===== src/ethreg_pkg.sv =====
// Constants, register map and field layout of the Ethernet controller register block
//
// Contract
// - Non-status registers get clear/set/invert aliases at +4/+8/+C
// - Status register has no alias addresses
// - RMII with pin selector 1 uses default pins
// - RMII with pin selector 0 uses alternate pins
// - RMII data pins plus management clock and data
// - Runs 10 or 100 Mbps, full or half duplex
// - DMA walks transmit and receive descriptor lists
// - Receive filter configurable by several criteria
// - Manual and watermark driven automatic flow control
// - Payload checksum computed in hardware for software
// - Seven 16-bit statistics counters
// - Device drives the RMII reference clock out
// - Unimplemented bits read zero, writes ignored
// - Station address resets from factory value
// - Transmit request cleared by hardware when done
// - Decrement bit lowers buffer count, reads zero
// - Manual pause frames repeat; clearing sends zero pause
// - Receive buffer size in 16-byte units
package ethreg_pkg;
  // ----------------------------------------------------------------
  // Register map
  // ----------------------------------------------------------------
  localparam int          NREG     = 33;
  localparam logic [15:0] REG_OFS [NREG] = '{
    16'h3000, 16'h3010, 16'h3020, 16'h3030, 16'h3040, 16'h3050, 16'h3060, 16'h3070, 16'h3080,
    16'h3090, 16'h30a0, 16'h30b0, 16'h30c0, 16'h30d0, 16'h30e0, 16'h3100, 16'h3110, 16'h3120,
    16'h3130, 16'h3140, 16'h3150, 16'h3160, 16'h3200, 16'h3210, 16'h3220, 16'h3230, 16'h3240,
    16'h3250, 16'h3260, 16'h3270, 16'h3300, 16'h3310, 16'h3320};
  // Implemented (storable) bits; everything else reads zero
  localparam logic [31:0] REG_MASK [NREG] = '{
    32'hffffa390, 32'h000007f0, 32'hfffffffc, 32'hfffffffc, 32'hffffffff, 32'hffffffff,
    32'hffffffff, 32'hffffffff, 32'h0000ffff, 32'h0000ffff, 32'h0000dfff, 32'h00ff00ff,
    32'h000063ef, 32'h000063ef, 32'h00000000, 32'h0000ffff, 32'h0000ffff, 32'h0000ffff,
    32'h0000ffff, 32'h0000ffff, 32'h0000ffff, 32'h0000ffff, 32'h0000cf1f, 32'h000073ff,
    32'h0000007f, 32'h00007f7f, 32'h00003f0f, 32'h0000ffff, 32'h00001900, 32'h00000007,
    32'h0000ffff, 32'h0000ffff, 32'h0000ffff};
  localparam logic [31:0] REG_RST [NREG] = '{
    32'h0, 32'h0, 32'h0, 32'h0, 32'h0, 32'h0, 32'h0, 32'h0, 32'h0, 32'h0, 32'h0, 32'h0, 32'h0,
    32'h0, 32'h0, 32'h0, 32'h0, 32'h0, 32'h0, 32'h0, 32'h0, 32'h0, 32'h0000800d, 32'h000040b2,
    32'h00000012, 32'h00000c12, 32'h0000370f, 32'h000005ee, 32'h00001000, 32'h0, 32'h0, 32'h0,
    32'h0};
  // Register indices
  localparam int IDX_CTRL1 = 0;
  localparam int IDX_CTRL2 = 1;
  localparam int IDX_TXST  = 2;
  localparam int IDX_RXST  = 3;
  localparam int IDX_HT0   = 4;
  localparam int IDX_PMM0  = 6;
  localparam int IDX_PMCS  = 8;
  localparam int IDX_PMO   = 9;
  localparam int IDX_RXFC  = 10;
  localparam int IDX_RXWM  = 11;
  localparam int IDX_IEN   = 12;
  localparam int IDX_IRQ   = 13;
  localparam int IDX_STAT  = 14;
  localparam int IDX_CNT0  = 15;
  localparam int NCNT      = 7;
  localparam int IDX_CFG2  = 23;
  localparam int IDX_SUPP  = 28;
  localparam int IDX_SA0   = 30;
  localparam int NSA       = 3;
  // ----------------------------------------------------------------
  // Alias kinds (address bits 3:2) and field positions
  // ----------------------------------------------------------------
  typedef enum logic [1:0] {ER_ALIAS_NONE, ER_ALIAS_CLR, ER_ALIAS_SET, ER_ALIAS_INV} er_alias_t;
  localparam int B_BUFFER_COUNT_DECREMENT   = 0;
  localparam int B_MANUAL_PAUSE_CTRL     = 4;
  localparam int B_AUTO_PAUSE_CTRL    = 7;
  localparam int B_RXEN      = 8;
  localparam int B_TX_REQUEST     = 9;
  localparam int B_ON        = 15;
  localparam int PTV_LSB     = 16;
  localparam int RX_BUFFER_SIZE_LSB = 4;
  localparam int EWM_LSB     = 0;
  localparam int FWM_LSB     = 16;
  localparam int B_FULLDPLX  = 0;
  localparam int B_SPEED     = 8;
  localparam int RECEIVED_BUFFER_COUNT_LSB  = 16;
  localparam int B_BUSY      = 7;
  localparam int B_TXBUSY    = 6;
  localparam int B_RXBUSY    = 5;
  localparam logic MEDIA_RMII  = 1'b0;
  localparam logic PIN_DEFAULT = 1'b1;
  // ----------------------------------------------------------------
  // Timing
  // ----------------------------------------------------------------
  localparam int PCLK_HZ      = 100_000_000;
  localparam int TXCLK100_HZ  = 25_000_000;
  localparam int TXCLK10_HZ   = 2_500_000;
  localparam int TX_DIV_100   = PCLK_HZ / TXCLK100_HZ;
  localparam int TX_DIV_10    = PCLK_HZ / TXCLK10_HZ;
  localparam int PAUSE_MULT   = 128;
  localparam int PAUSE_DIV    = 2;
  localparam int PAUSE_PER_PTV = PAUSE_MULT / PAUSE_DIV;
endpackage : ethreg_pkg


===== src/ethreg_top.sv =====
// APB register block, flow control, pin routing and reference clock of the Ethernet controller
`timescale 1ns/1ps
`default_nettype none
module ethreg_top import ethreg_pkg::*; (
  input  wire logic        pclk,                 // APB clock, 100 MHz
  input  wire logic        presetn,              // Async reset, active low
  input  wire logic        psel,
  input  wire logic        penable,
  input  wire logic        pwrite,
  input  wire logic [15:0] paddr,
  input  wire logic [31:0] pwdata,
  output logic      [31:0] prdata,
  output logic             pready,
  output logic             pslverr,
  input  wire logic        media_iface_select,   // 0 selects RMII
  input  wire logic        pin_group_select,     // 1 default pins, 0 alternate
  input  wire logic [47:0] factory_station_addr, // Factory programmed address
  input  wire logic        core_tx_en,           // MAC core RMII side
  input  wire logic [1:0]  core_txd,
  input  wire logic        core_mdc,
  input  wire logic        core_mdio_o,
  input  wire logic        core_mdio_oe,
  output logic             core_mdio_i,
  output logic             core_crs_dv,
  output logic      [1:0]  core_rxd,
  output logic             core_rx_err,
  output logic             def_tx_en,            // Default pin group
  output logic      [1:0]  def_txd,
  output logic             def_ref_clk,
  output logic             def_mdc,
  output logic             def_mdio_o,
  output logic             def_mdio_oe,
  input  wire logic        def_mdio_i,
  input  wire logic        def_crs_dv,
  input  wire logic [1:0]  def_rxd,
  input  wire logic        def_rx_err,
  output logic             alt_tx_en,            // Alternate pin group
  output logic      [1:0]  alt_txd,
  output logic             alt_ref_clk,
  output logic             alt_mdc,
  output logic             alt_mdio_o,
  output logic             alt_mdio_oe,
  input  wire logic        alt_mdio_i,
  input  wire logic        alt_crs_dv,
  input  wire logic [1:0]  alt_rxd,
  input  wire logic        alt_rx_err,
  input  wire logic        tx_done_all,          // Core finished descriptor list
  input  wire logic        rx_buf_inc,           // Core filled one receive buffer
  input  wire logic [6:0]  cnt_inc,              // Statistics events
  input  wire logic [31:0] irq_set,              // Interrupt events, flag positions
  input  wire logic        tx_busy,
  input  wire logic        rx_busy,
  output logic             module_on,
  output logic             rx_enable,
  output logic             tx_run,
  output logic             speed_100,
  output logic             full_duplex,
  output logic      [6:0]  rx_buffer_size,
  output logic      [31:0] tx_desc_start,
  output logic      [31:0] rx_desc_start,
  output logic      [15:0] filter_config,
  output logic      [63:0] hash_table,
  output logic      [63:0] pattern_mask,
  output logic      [15:0] pattern_checksum,
  output logic      [15:0] pattern_offset,
  output logic      [47:0] station_addr,
  output logic             pause_send,
  output logic      [15:0] pause_value,
  output logic             irq
);
  // ----------------------------------------------------------------
  // State
  // ----------------------------------------------------------------
  typedef struct packed {
    logic [NREG-1:0][31:0] regs;     // Register storage
    logic [7:0]            received_buffer_count;   // Received buffer count
    logic [31:0]           prdata;   // Read data, caught in setup
    logic                  refclk;   // Reference clock divider
    logic [5:0]            txdiv;    // Transmit clock prescaler
    logic [21:0]           ivl;      // Pause repeat interval count
    logic                  flow_on;  // Pause currently asserted
    logic                  auto_on;  // Watermark flow control active
    logic                  psend;    // Pause frame request pulse
    logic [15:0]           pval;     // Pause frame timer value
    logic                  sa_done;  // Factory address loaded
  } er_state_t;

  er_state_t s;       // Current state
  er_state_t next_s;  // Next state

  // Address decode helpers
  logic      hit;
  logic [5:0] idx;
  er_alias_t alias_k;
  logic      acc_ok;

  always_comb begin
    hit = 1'b0;
    idx = '0;
    for (int i = 0; i < NREG; i++) begin
      if (paddr[15:4] == REG_OFS[i][15:4]) begin
        hit = 1'b1;
        idx = 6'(i);
      end
    end
  end
  assign alias_k = er_alias_t'(paddr[3:2]);
  // Status has no alias decode, so alias hits there are errors
  assign acc_ok  = hit && !(idx == 6'(IDX_STAT) && alias_k != ER_ALIAS_NONE);

  // ----------------------------------------------------------------
  // Next state
  // ----------------------------------------------------------------
  always_comb begin
    logic        wr;
    logic [31:0] cur;
    logic [31:0] val;
    logic        dec;
    logic        tick;
    logic        want;
    logic [7:0]  fwm;
    logic [7:0]  ewm;
    logic [15:0] pause_timer_value;
    wr   = 1'b0;
    cur  = '0;
    val  = '0;
    dec  = 1'b0;
    tick = 1'b0;
    want = 1'b0;
    fwm  = '0;
    ewm  = '0;
    pause_timer_value  = '0;
    next_s       = s;
    next_s.psend = 1'b0;
    next_s.refclk = ~s.refclk;  // 50 MHz out of 100 MHz
    wr = psel && penable && pwrite && acc_ok && idx != 6'(IDX_STAT);
    // Software write through base or alias address
    if (wr) begin
      cur = s.regs[idx];
      unique case (alias_k)
        ER_ALIAS_NONE: val = pwdata;
        ER_ALIAS_CLR:  val = cur & ~pwdata;
        ER_ALIAS_SET:  val = cur | pwdata;
        ER_ALIAS_INV:  val = cur ^ pwdata;
      endcase
      // Only implemented bits change
      next_s.regs[idx] = (cur & ~REG_MASK[idx]) | (val & REG_MASK[idx]);
      // Decrement bit is never stored, so it always reads zero
      dec = (idx == 6'(IDX_CTRL1)) && val[B_BUFFER_COUNT_DECREMENT];
    end
    // Hardware clears transmit request unless software sets it now
    if (tx_done_all && !(wr && idx == 6'(IDX_CTRL1) && val[B_TX_REQUEST])) begin
      next_s.regs[IDX_CTRL1][B_TX_REQUEST] = 1'b0;
    end
    // Simultaneous increment and decrement cancel
    if (rx_buf_inc && !dec) begin
      next_s.received_buffer_count = s.received_buffer_count + 8'h01;
    end else if (dec && !rx_buf_inc) begin
      next_s.received_buffer_count = s.received_buffer_count - 8'h01;
    end
    // Events set flags after the write, so a set beats a clear
    next_s.regs[IDX_IRQ] = next_s.regs[IDX_IRQ] | (irq_set & REG_MASK[IDX_IRQ]);
    // Statistics counters wrap at 16 bits
    for (int i = 0; i < NCNT; i++) begin
      next_s.regs[IDX_CNT0+i][15:0] = next_s.regs[IDX_CNT0+i][15:0] + {15'h0000, cnt_inc[i]};
    end
    // Factory address taken on the first clock after reset release
    if (!s.sa_done) begin
      next_s.sa_done = 1'b1;
      for (int i = 0; i < NSA; i++) begin
        next_s.regs[IDX_SA0+i] = {16'h0000, factory_station_addr[47-16*i -: 16]};
      end
    end
    // Read data caught in the setup phase
    if (psel && !penable) begin
      if (!acc_ok) begin
        next_s.prdata = '0;
      end else if (idx == 6'(IDX_STAT)) begin
        next_s.prdata = '0;
        next_s.prdata[RECEIVED_BUFFER_COUNT_LSB +: 8] = s.received_buffer_count;
        next_s.prdata[B_BUSY]          = tx_busy | rx_busy | s.regs[IDX_CTRL1][B_TX_REQUEST];
        next_s.prdata[B_TXBUSY]        = tx_busy;
        next_s.prdata[B_RXBUSY]        = rx_busy;
      end else begin
        next_s.prdata = s.regs[idx] & REG_MASK[idx];
      end
    end
    // Transmit clock tick: 25 MHz at 100 Mbps, 2.5 MHz at 10 Mbps
    if (s.regs[IDX_SUPP][B_SPEED] ? (s.txdiv >= 6'(TX_DIV_100 - 1)) : (s.txdiv >= 6'(TX_DIV_10 - 1))) begin
      next_s.txdiv = '0;
      tick = 1'b1;
    end else begin
      next_s.txdiv = s.txdiv + 6'h01;
    end
    // Watermarks turn automatic flow control on and off
    fwm = s.regs[IDX_RXWM][FWM_LSB +: 8];
    ewm = s.regs[IDX_RXWM][EWM_LSB +: 8];
    if (!s.regs[IDX_CTRL1][B_AUTO_PAUSE_CTRL]) begin
      next_s.auto_on = 1'b0;
    end else if (s.received_buffer_count >= fwm) begin
      next_s.auto_on = 1'b1;
    end else if (s.received_buffer_count <= ewm) begin
      next_s.auto_on = 1'b0;
    end
    // Pause frame requests
    pause_timer_value  = s.regs[IDX_CTRL1][PTV_LSB +: 16];
    want = s.regs[IDX_CTRL1][B_MANUAL_PAUSE_CTRL] | s.auto_on;
    if (want != s.flow_on) begin
      // Start or stop: one pause frame, zero value on stop
      next_s.flow_on = want;
      next_s.psend   = 1'b1;
      next_s.pval    = want ? pause_timer_value : 16'h0000;
      next_s.ivl     = '0;
    end else if (s.flow_on && tick) begin
      // Repeat after 128 * value / 2 transmit clocks
      if (s.ivl >= (22'(pause_timer_value) * 22'(PAUSE_PER_PTV)) - 22'h000001) begin
        next_s.psend = 1'b1;
        next_s.pval  = pause_timer_value;
        next_s.ivl   = '0;
      end else begin
        next_s.ivl = s.ivl + 22'h000001;
      end
    end
  end

  // ----------------------------------------------------------------
  // State register
  // ----------------------------------------------------------------
  always_ff @(posedge pclk or negedge presetn) begin
    if (!presetn) begin
      s <= '0;
      for (int i = 0; i < NREG; i++) begin
        s.regs[i] <= REG_RST[i];
      end
    end else begin
      s <= next_s;
    end
  end

  // ----------------------------------------------------------------
  // Bus answer and control outputs
  // ----------------------------------------------------------------
  // Zero wait state; errors only on unmapped or status alias addresses
  assign pready  = 1'b1;
  assign pslverr = psel && penable && !acc_ok;
  assign prdata  = s.prdata;

  assign module_on        = s.regs[IDX_CTRL1][B_ON];
  assign rx_enable        = s.regs[IDX_CTRL1][B_RXEN];
  assign tx_run           = s.regs[IDX_CTRL1][B_TX_REQUEST];
  assign speed_100        = s.regs[IDX_SUPP][B_SPEED];
  assign full_duplex      = s.regs[IDX_CFG2][B_FULLDPLX];
  assign rx_buffer_size   = s.regs[IDX_CTRL2][RX_BUFFER_SIZE_LSB +: 7]; // 16-byte units
  assign tx_desc_start    = s.regs[IDX_TXST];
  assign rx_desc_start    = s.regs[IDX_RXST];
  assign filter_config    = s.regs[IDX_RXFC][15:0];
  assign hash_table       = {s.regs[IDX_HT0+1], s.regs[IDX_HT0]};
  assign pattern_mask     = {s.regs[IDX_PMM0+1], s.regs[IDX_PMM0]};
  assign pattern_checksum = s.regs[IDX_PMCS][15:0];
  assign pattern_offset   = s.regs[IDX_PMO][15:0];
  assign station_addr     = {s.regs[IDX_SA0][15:0], s.regs[IDX_SA0+1][15:0], s.regs[IDX_SA0+2][15:0]};
  assign pause_send       = s.psend;
  assign pause_value      = s.pval;
  assign irq              = |(s.regs[IDX_IRQ] & s.regs[IDX_IEN]);

  // ----------------------------------------------------------------
  // Pin group routing; unselected group is parked low
  // ----------------------------------------------------------------
  logic use_def;  // Default group active
  logic use_alt;  // Alternate group active
  assign use_def = (media_iface_select == MEDIA_RMII) && (pin_group_select == PIN_DEFAULT);
  assign use_alt = (media_iface_select == MEDIA_RMII) && (pin_group_select != PIN_DEFAULT);

  assign def_tx_en   = use_def & core_tx_en;
  assign def_txd     = use_def ? core_txd : 2'b00;
  assign def_ref_clk = use_def & s.refclk;
  assign def_mdc     = use_def & core_mdc;
  assign def_mdio_o  = use_def & core_mdio_o;
  assign def_mdio_oe = use_def & core_mdio_oe;
  assign alt_tx_en   = use_alt & core_tx_en;
  assign alt_txd     = use_alt ? core_txd : 2'b00;
  assign alt_ref_clk = use_alt & s.refclk;
  assign alt_mdc     = use_alt & core_mdc;
  assign alt_mdio_o  = use_alt & core_mdio_o;
  assign alt_mdio_oe = use_alt & core_mdio_oe;
  assign core_mdio_i = use_def ? def_mdio_i : (use_alt & alt_mdio_i);
  assign core_crs_dv = use_def ? def_crs_dv : (use_alt & alt_crs_dv);
  assign core_rxd    = use_def ? def_rxd : (use_alt ? alt_rxd : 2'b00);
  assign core_rx_err = use_def ? def_rx_err : (use_alt & alt_rx_err);
endmodule : ethreg_top
`default_nettype wire


===== config.mk =====
export PLATFORM = sky130hd
export DESIGN_NAME = ethreg_top
export DESIGN_NICKNAME = d
export VERILOG_FILES = /design/src/ethreg_pkg.sv /design/src/ethreg_top.sv
export SDC_FILE = /design/constraint.sdc
export NUM_CORES = 2
export LEC_CHECK = 0
export BUFFER_PORTS_ARGS = -buffer_cell sky130_fd_sc_hd__buf_2
export CAP_MARGIN = 0
export CORE_MARGIN = 10
export CORE_UTILIZATION = 40
export CTS_BUF_LIST = sky130_fd_sc_hd__clkbuf_8 sky130_fd_sc_hd__clkbuf_16
export DETAILED_ROUTE_END_ITERATION = 16
export GPL_TIMING_DRIVEN = 0
export SLEW_MARGIN = 20
export SYNTH_ARGS = -nofsm -noshare
export SYNTH_HDL_FRONTEND = slang
export SYNTH_SLANG_ARGS = --single-unit

===== constraint.sdc =====
create_clock -name pclk -period 9.4 [get_ports pclk]
set_clock_uncertainty 0.2 [all_clocks]
set_input_delay 0.47 -clock pclk [delete_from_list [all_inputs] [get_ports pclk]]
set_output_delay 0.47 -clock pclk [all_outputs]
set_load 0.02 [all_outputs]

==> results.sh <==
export IMPL_chipWidth_um=408.8
export IMPL_synth_most_common_cell="dfrtp_1"
export IMPL_avgSynthCellArea_um2=8.964
export IMPL_synth_area_um2=60470
export IMPL_setup_slack_ns=-0.1200
export IMPL_cts_tree="done"
export IMPL_swShare_pct=28.17
export IMPL_hold_ws_ns=0.07546
export IMPL_drv_slew=0
export IMPL_finalHoldViolCount=0
export IMPL_dp_cells=9291
export IMPL_cp_slowest_cell="nor4_1"
export IMPL_h_tree_depth=4
export IMPL_violations="negative setup slack"
export IMPL_ios=533
export IMPL_wl_per_cell_um=34.42
export IMPL_fp_row_count=142
export IMPL_hold_path_class="input pin to asynchronous set/reset pin"
export IMPL_p_leak_nw=33.68
export IMPL_cap_violations=0
export IMPL_synth_cells=6746
export IMPL_start_kind="input pin"
export IMPL_synth_seq_area_share_pct=47.45
export IMPL_arrival_ns=9.98
export IMPL_timing_fmax_mhz=105.0
export IMPL_synthFlopType="dfrtp_1"
export IMPL_power_density_nw_per_um2=172.1
export IMPL_cp_max_fo=10
export IMPL_timing_rr_start="station_addr[32]$_DFFE_PN0P_"
export IMPL_routed_wirelength_mm=331.9
export IMPL_first_pass_iters=6
export IMPL_pre_cts_ws_ns=-1.541
export IMPL_postRouteAntennaNets=0
export IMPL_yosysTopAreaCellShare_pct=46.02
export IMPL_yosysWarnings=0
export IMPL_startpoint="paddr[8]"
export IMPL_portBuffers=502
export IMPL_cp_required_ns=9.86
export IMPL_dr_total_vias=58067
export IMPL_peakVddDrop_mv=0.1995
export IMPL_initial_core_util_pct=40.32
export IMPL_area_growth_pct=18.71
export IMPL_cts_setup_buffers=0
export IMPL_cts_buffers=135
export IMPL_pwr_share_comb_pct=10.7
export IMPL_synthDistinctLibCells=115
export IMPL_synth_area_top_cells="dfrtp_1 (46%), nand2_1 (6.0%), o21ai_0 (5.0%)"
export IMPL_viasPerCell=6.023
export IMPL_final_util_pct=47.87
export IMPL_synth_top_cell_by_area="dfrtp_1"
export IMPL_min_period_ns=9.520
export IMPL_gr_total_overflow=0
export IMPL_core_um2=150000
export IMPL_finalCritPeriodShare_pct=101.3
export IMPL_slowest_delay_ns=0.83
export IMPL_clkSlewWorstSetupHoldPaths_ns=0.06
export IMPL_endpoint_kind="flip-flop"
export IMPL_grt_pass1_vias=54089
export IMPL_drc=0
export IMPL_nets=7765
export IMPL_outcome="complete, but fails checks"
export IMPL_rsz0062_at_grt="no"
export IMPL_seqPwrFrac_pct=43.5
export IMPL_cts_path_max_buffers=3
export IMPL_clock_latency_ns=0.82
export IMPL_drt_iter0_markers=8447
export IMPL_slew_headroom_pct=6.525
export IMPL_fp_dieH_um=408.8
export IMPL_gp_congestion=1.081
export IMPL_cts_root_buf="clkbuf_16"
export IMPL_finalNonFillerCells=9641
export IMPL_drive_gt1_share_pct=20.17
export IMPL_synth_edf_count=0
export IMPL_critical_path_class="input pin to flip-flop"
export IMPL_dieArea_um2=167100
export IMPL_setup_viol=3
export IMPL_async_flop_share_pct=100.0
export IMPL_grt_pass1_wl_mm=448.8
export IMPL_p_int_mw=8.871
export IMPL_worst_pin_slew_ns=1.402
export IMPL_power_switching_mw=3.480
export IMPL_grt_max_degree=127
export IMPL_yosys_top_cells_count="dfrtp_1 (1112), nand2_1 (962), clkbuf_1 (703), o21ai_0 (601), nor2_1 (589)"
export IMPL_grt_total_usage_pct=38.23
export IMPL_antenna_found_initial=34
export IMPL_synth_seq_cells=1145
export IMPL_p_clk_share_pct=45.8
export IMPL_clock_sinks=1145
export IMPL_dp_hpwl_mm=254.0
[per-layer routing]
layer  track usage (%)  vias up  share of wire, %
met5            0.5169        -             0.049
met4             19.74       14               6.0
met3             15.31      822                14
met2             52.35     4259                40
met1             51.37    29171                40
li1                  -    23801                 -
[sequential cells by signal (all words and copies together), names as in the netlist]
name              flops
module_on             1
prdata               32
station_addr         48
hash_table           64
pattern_offset       16
rx_enable             1
pattern_checksum     16
rx_desc_start        32
s                   796
full_duplex           1
speed_100             1
pattern_mask         64
pause_send            1
pause_value          16
filter_config        16
rx_buffer_size        7
tx_run                1
tx_desc_start        32
[path summary, 6_finish.rpt]
check | endpoint | slack, ns | cells past startpoint
max reg2reg | s[742]$_DFF_PN0_ | 2.36 | 21
max in group asynchronous | prdata[6]$_DFFE_PN0P_ | 6.67 | 5
min | s[658]$_DFFE_PN0P_ | 0.08 | 2
min in group pclk | s[701]$_DFF_PN0_ | 0.18 | 5
max | s[647]$_DFF_PN0_ | -0.12 | 30
min reg2reg | s[48]$_DFF_PN0_ | 0.23 | 1
[worst max-delay path: cells and delay by family]
family                     cells  cell delay (ns)
adders and majority gates      2             0.53
muxes                          1             0.55
AOI/OAI and AO/OA              8             2.36
xor gates and xnor gates       1             0.20
and+or+nand+nor                7             2.04
buffers and inverters         11             3.73
[repair_timing]
item,4_1_cts,5_1_grt
hold buffers,71,0
gates resized for setup,3,2
hold endpoints to repair,195,0
pin swaps,0,0
endpoints found under the setup margin,15,15
gates cloned,0,0
[power by group through the flow]
stage / Clock [mW] / Sequential [mW] / Combinational, mW
after floorplan: 0 / 5.28 / 0.754
after global placement: 0 / 5.45 / 1.22
after detailed placement: 0 / 5.44 / 1.26
after CTS: 5.65 / 5.36 / 1.29
after global routing: 5.86 / 5.37 / 1.43
final: 5.65 / 5.38 / 1.32
[cell families after synthesis]
logic type,Yosys count,synth area share (%)
AND/OR/NAND/NOR,2319,17.30
buffers and inverters,1376,11.48
AO/OA/AOI/OAI,1335,13.50
flip-flops,1145,47.45
multiplexers,283,5.334
XOR/XNOR,166,2.417
adder cells (fa/ha/maj),121,2.516
other,1,0.006202
[cell type report]
cell class	instances	area [um2]
fill	14580	78170
sequential	1145	28690
multi-input combinational	4226	25050
buffer	1241	6494
clock buffer	171	3896
timing repair buffer	599	3686
tap	2016	2522
clock inverter	76	855.8
inverter	134	503.0
antenna	33	82.58
[stage by stage]
stage	total power, mW	setup TNS (ns)	instance area (um2)
2_1_floorplan	6.035	0	60470
3_3_place_gp	6.668	-	65510
3_5_place_dp	6.706	-36.70	66180
4_1_cts	12.30	0	71650
5_1_grt	12.67	0	71700
6_report	12.35	-0.1895	71780
[layout by cell type, fill, tap and decap left out, types with 22 or more instances in the layout]
cell type | Yosys | final
xnor2_1 | 97 | 97
clkbuf_8 | 0 | 34
inv_1 | 134 | 157
o211ai_1 | 42 | 42
o21ai_0 | 601 | 597
mux4_2 | 25 | 25
dlygate4sd3_1 | 0 | 71
a31oi_1 | 32 | 31
a22oi_1 | 40 | 40
dfrtp_1 | 1112 | 1112
nand2_1 | 962 | 962
buf_2 | 104 | 609
clkbuf_1 | 703 | 657
a211oi_1 | 53 | 49
nand3_1 | 277 | 276
clkbuf_16 | 0 | 137
buf_4 | 376 | 380
mux2_2 | 64 | 64
dfstp_2 | 33 | 33
and2_1 | 73 | 73
and3_1 | 94 | 94
nand2b_1 | 23 | 23
ha_1 | 120 | 120
buf_6 | 20 | 26
a311oi_1 | 45 | 44
o21ai_1 | 21 | 22
nor2_1 | 589 | 584
o31ai_1 | 24 | 24
nor3_1 | 82 | 75
a211o_1 | 28 | 28
nand4_1 | 58 | 58
clkbuf_2 | 2 | 47
xor2_1 | 68 | 68
mux2i_1 | 194 | 192
o22ai_1 | 40 | 40
buf_1 | 31 | 29
diode_2 | 0 | 33
a21oi_1 | 231 | 229
Power figures use the tool's default switching activity.
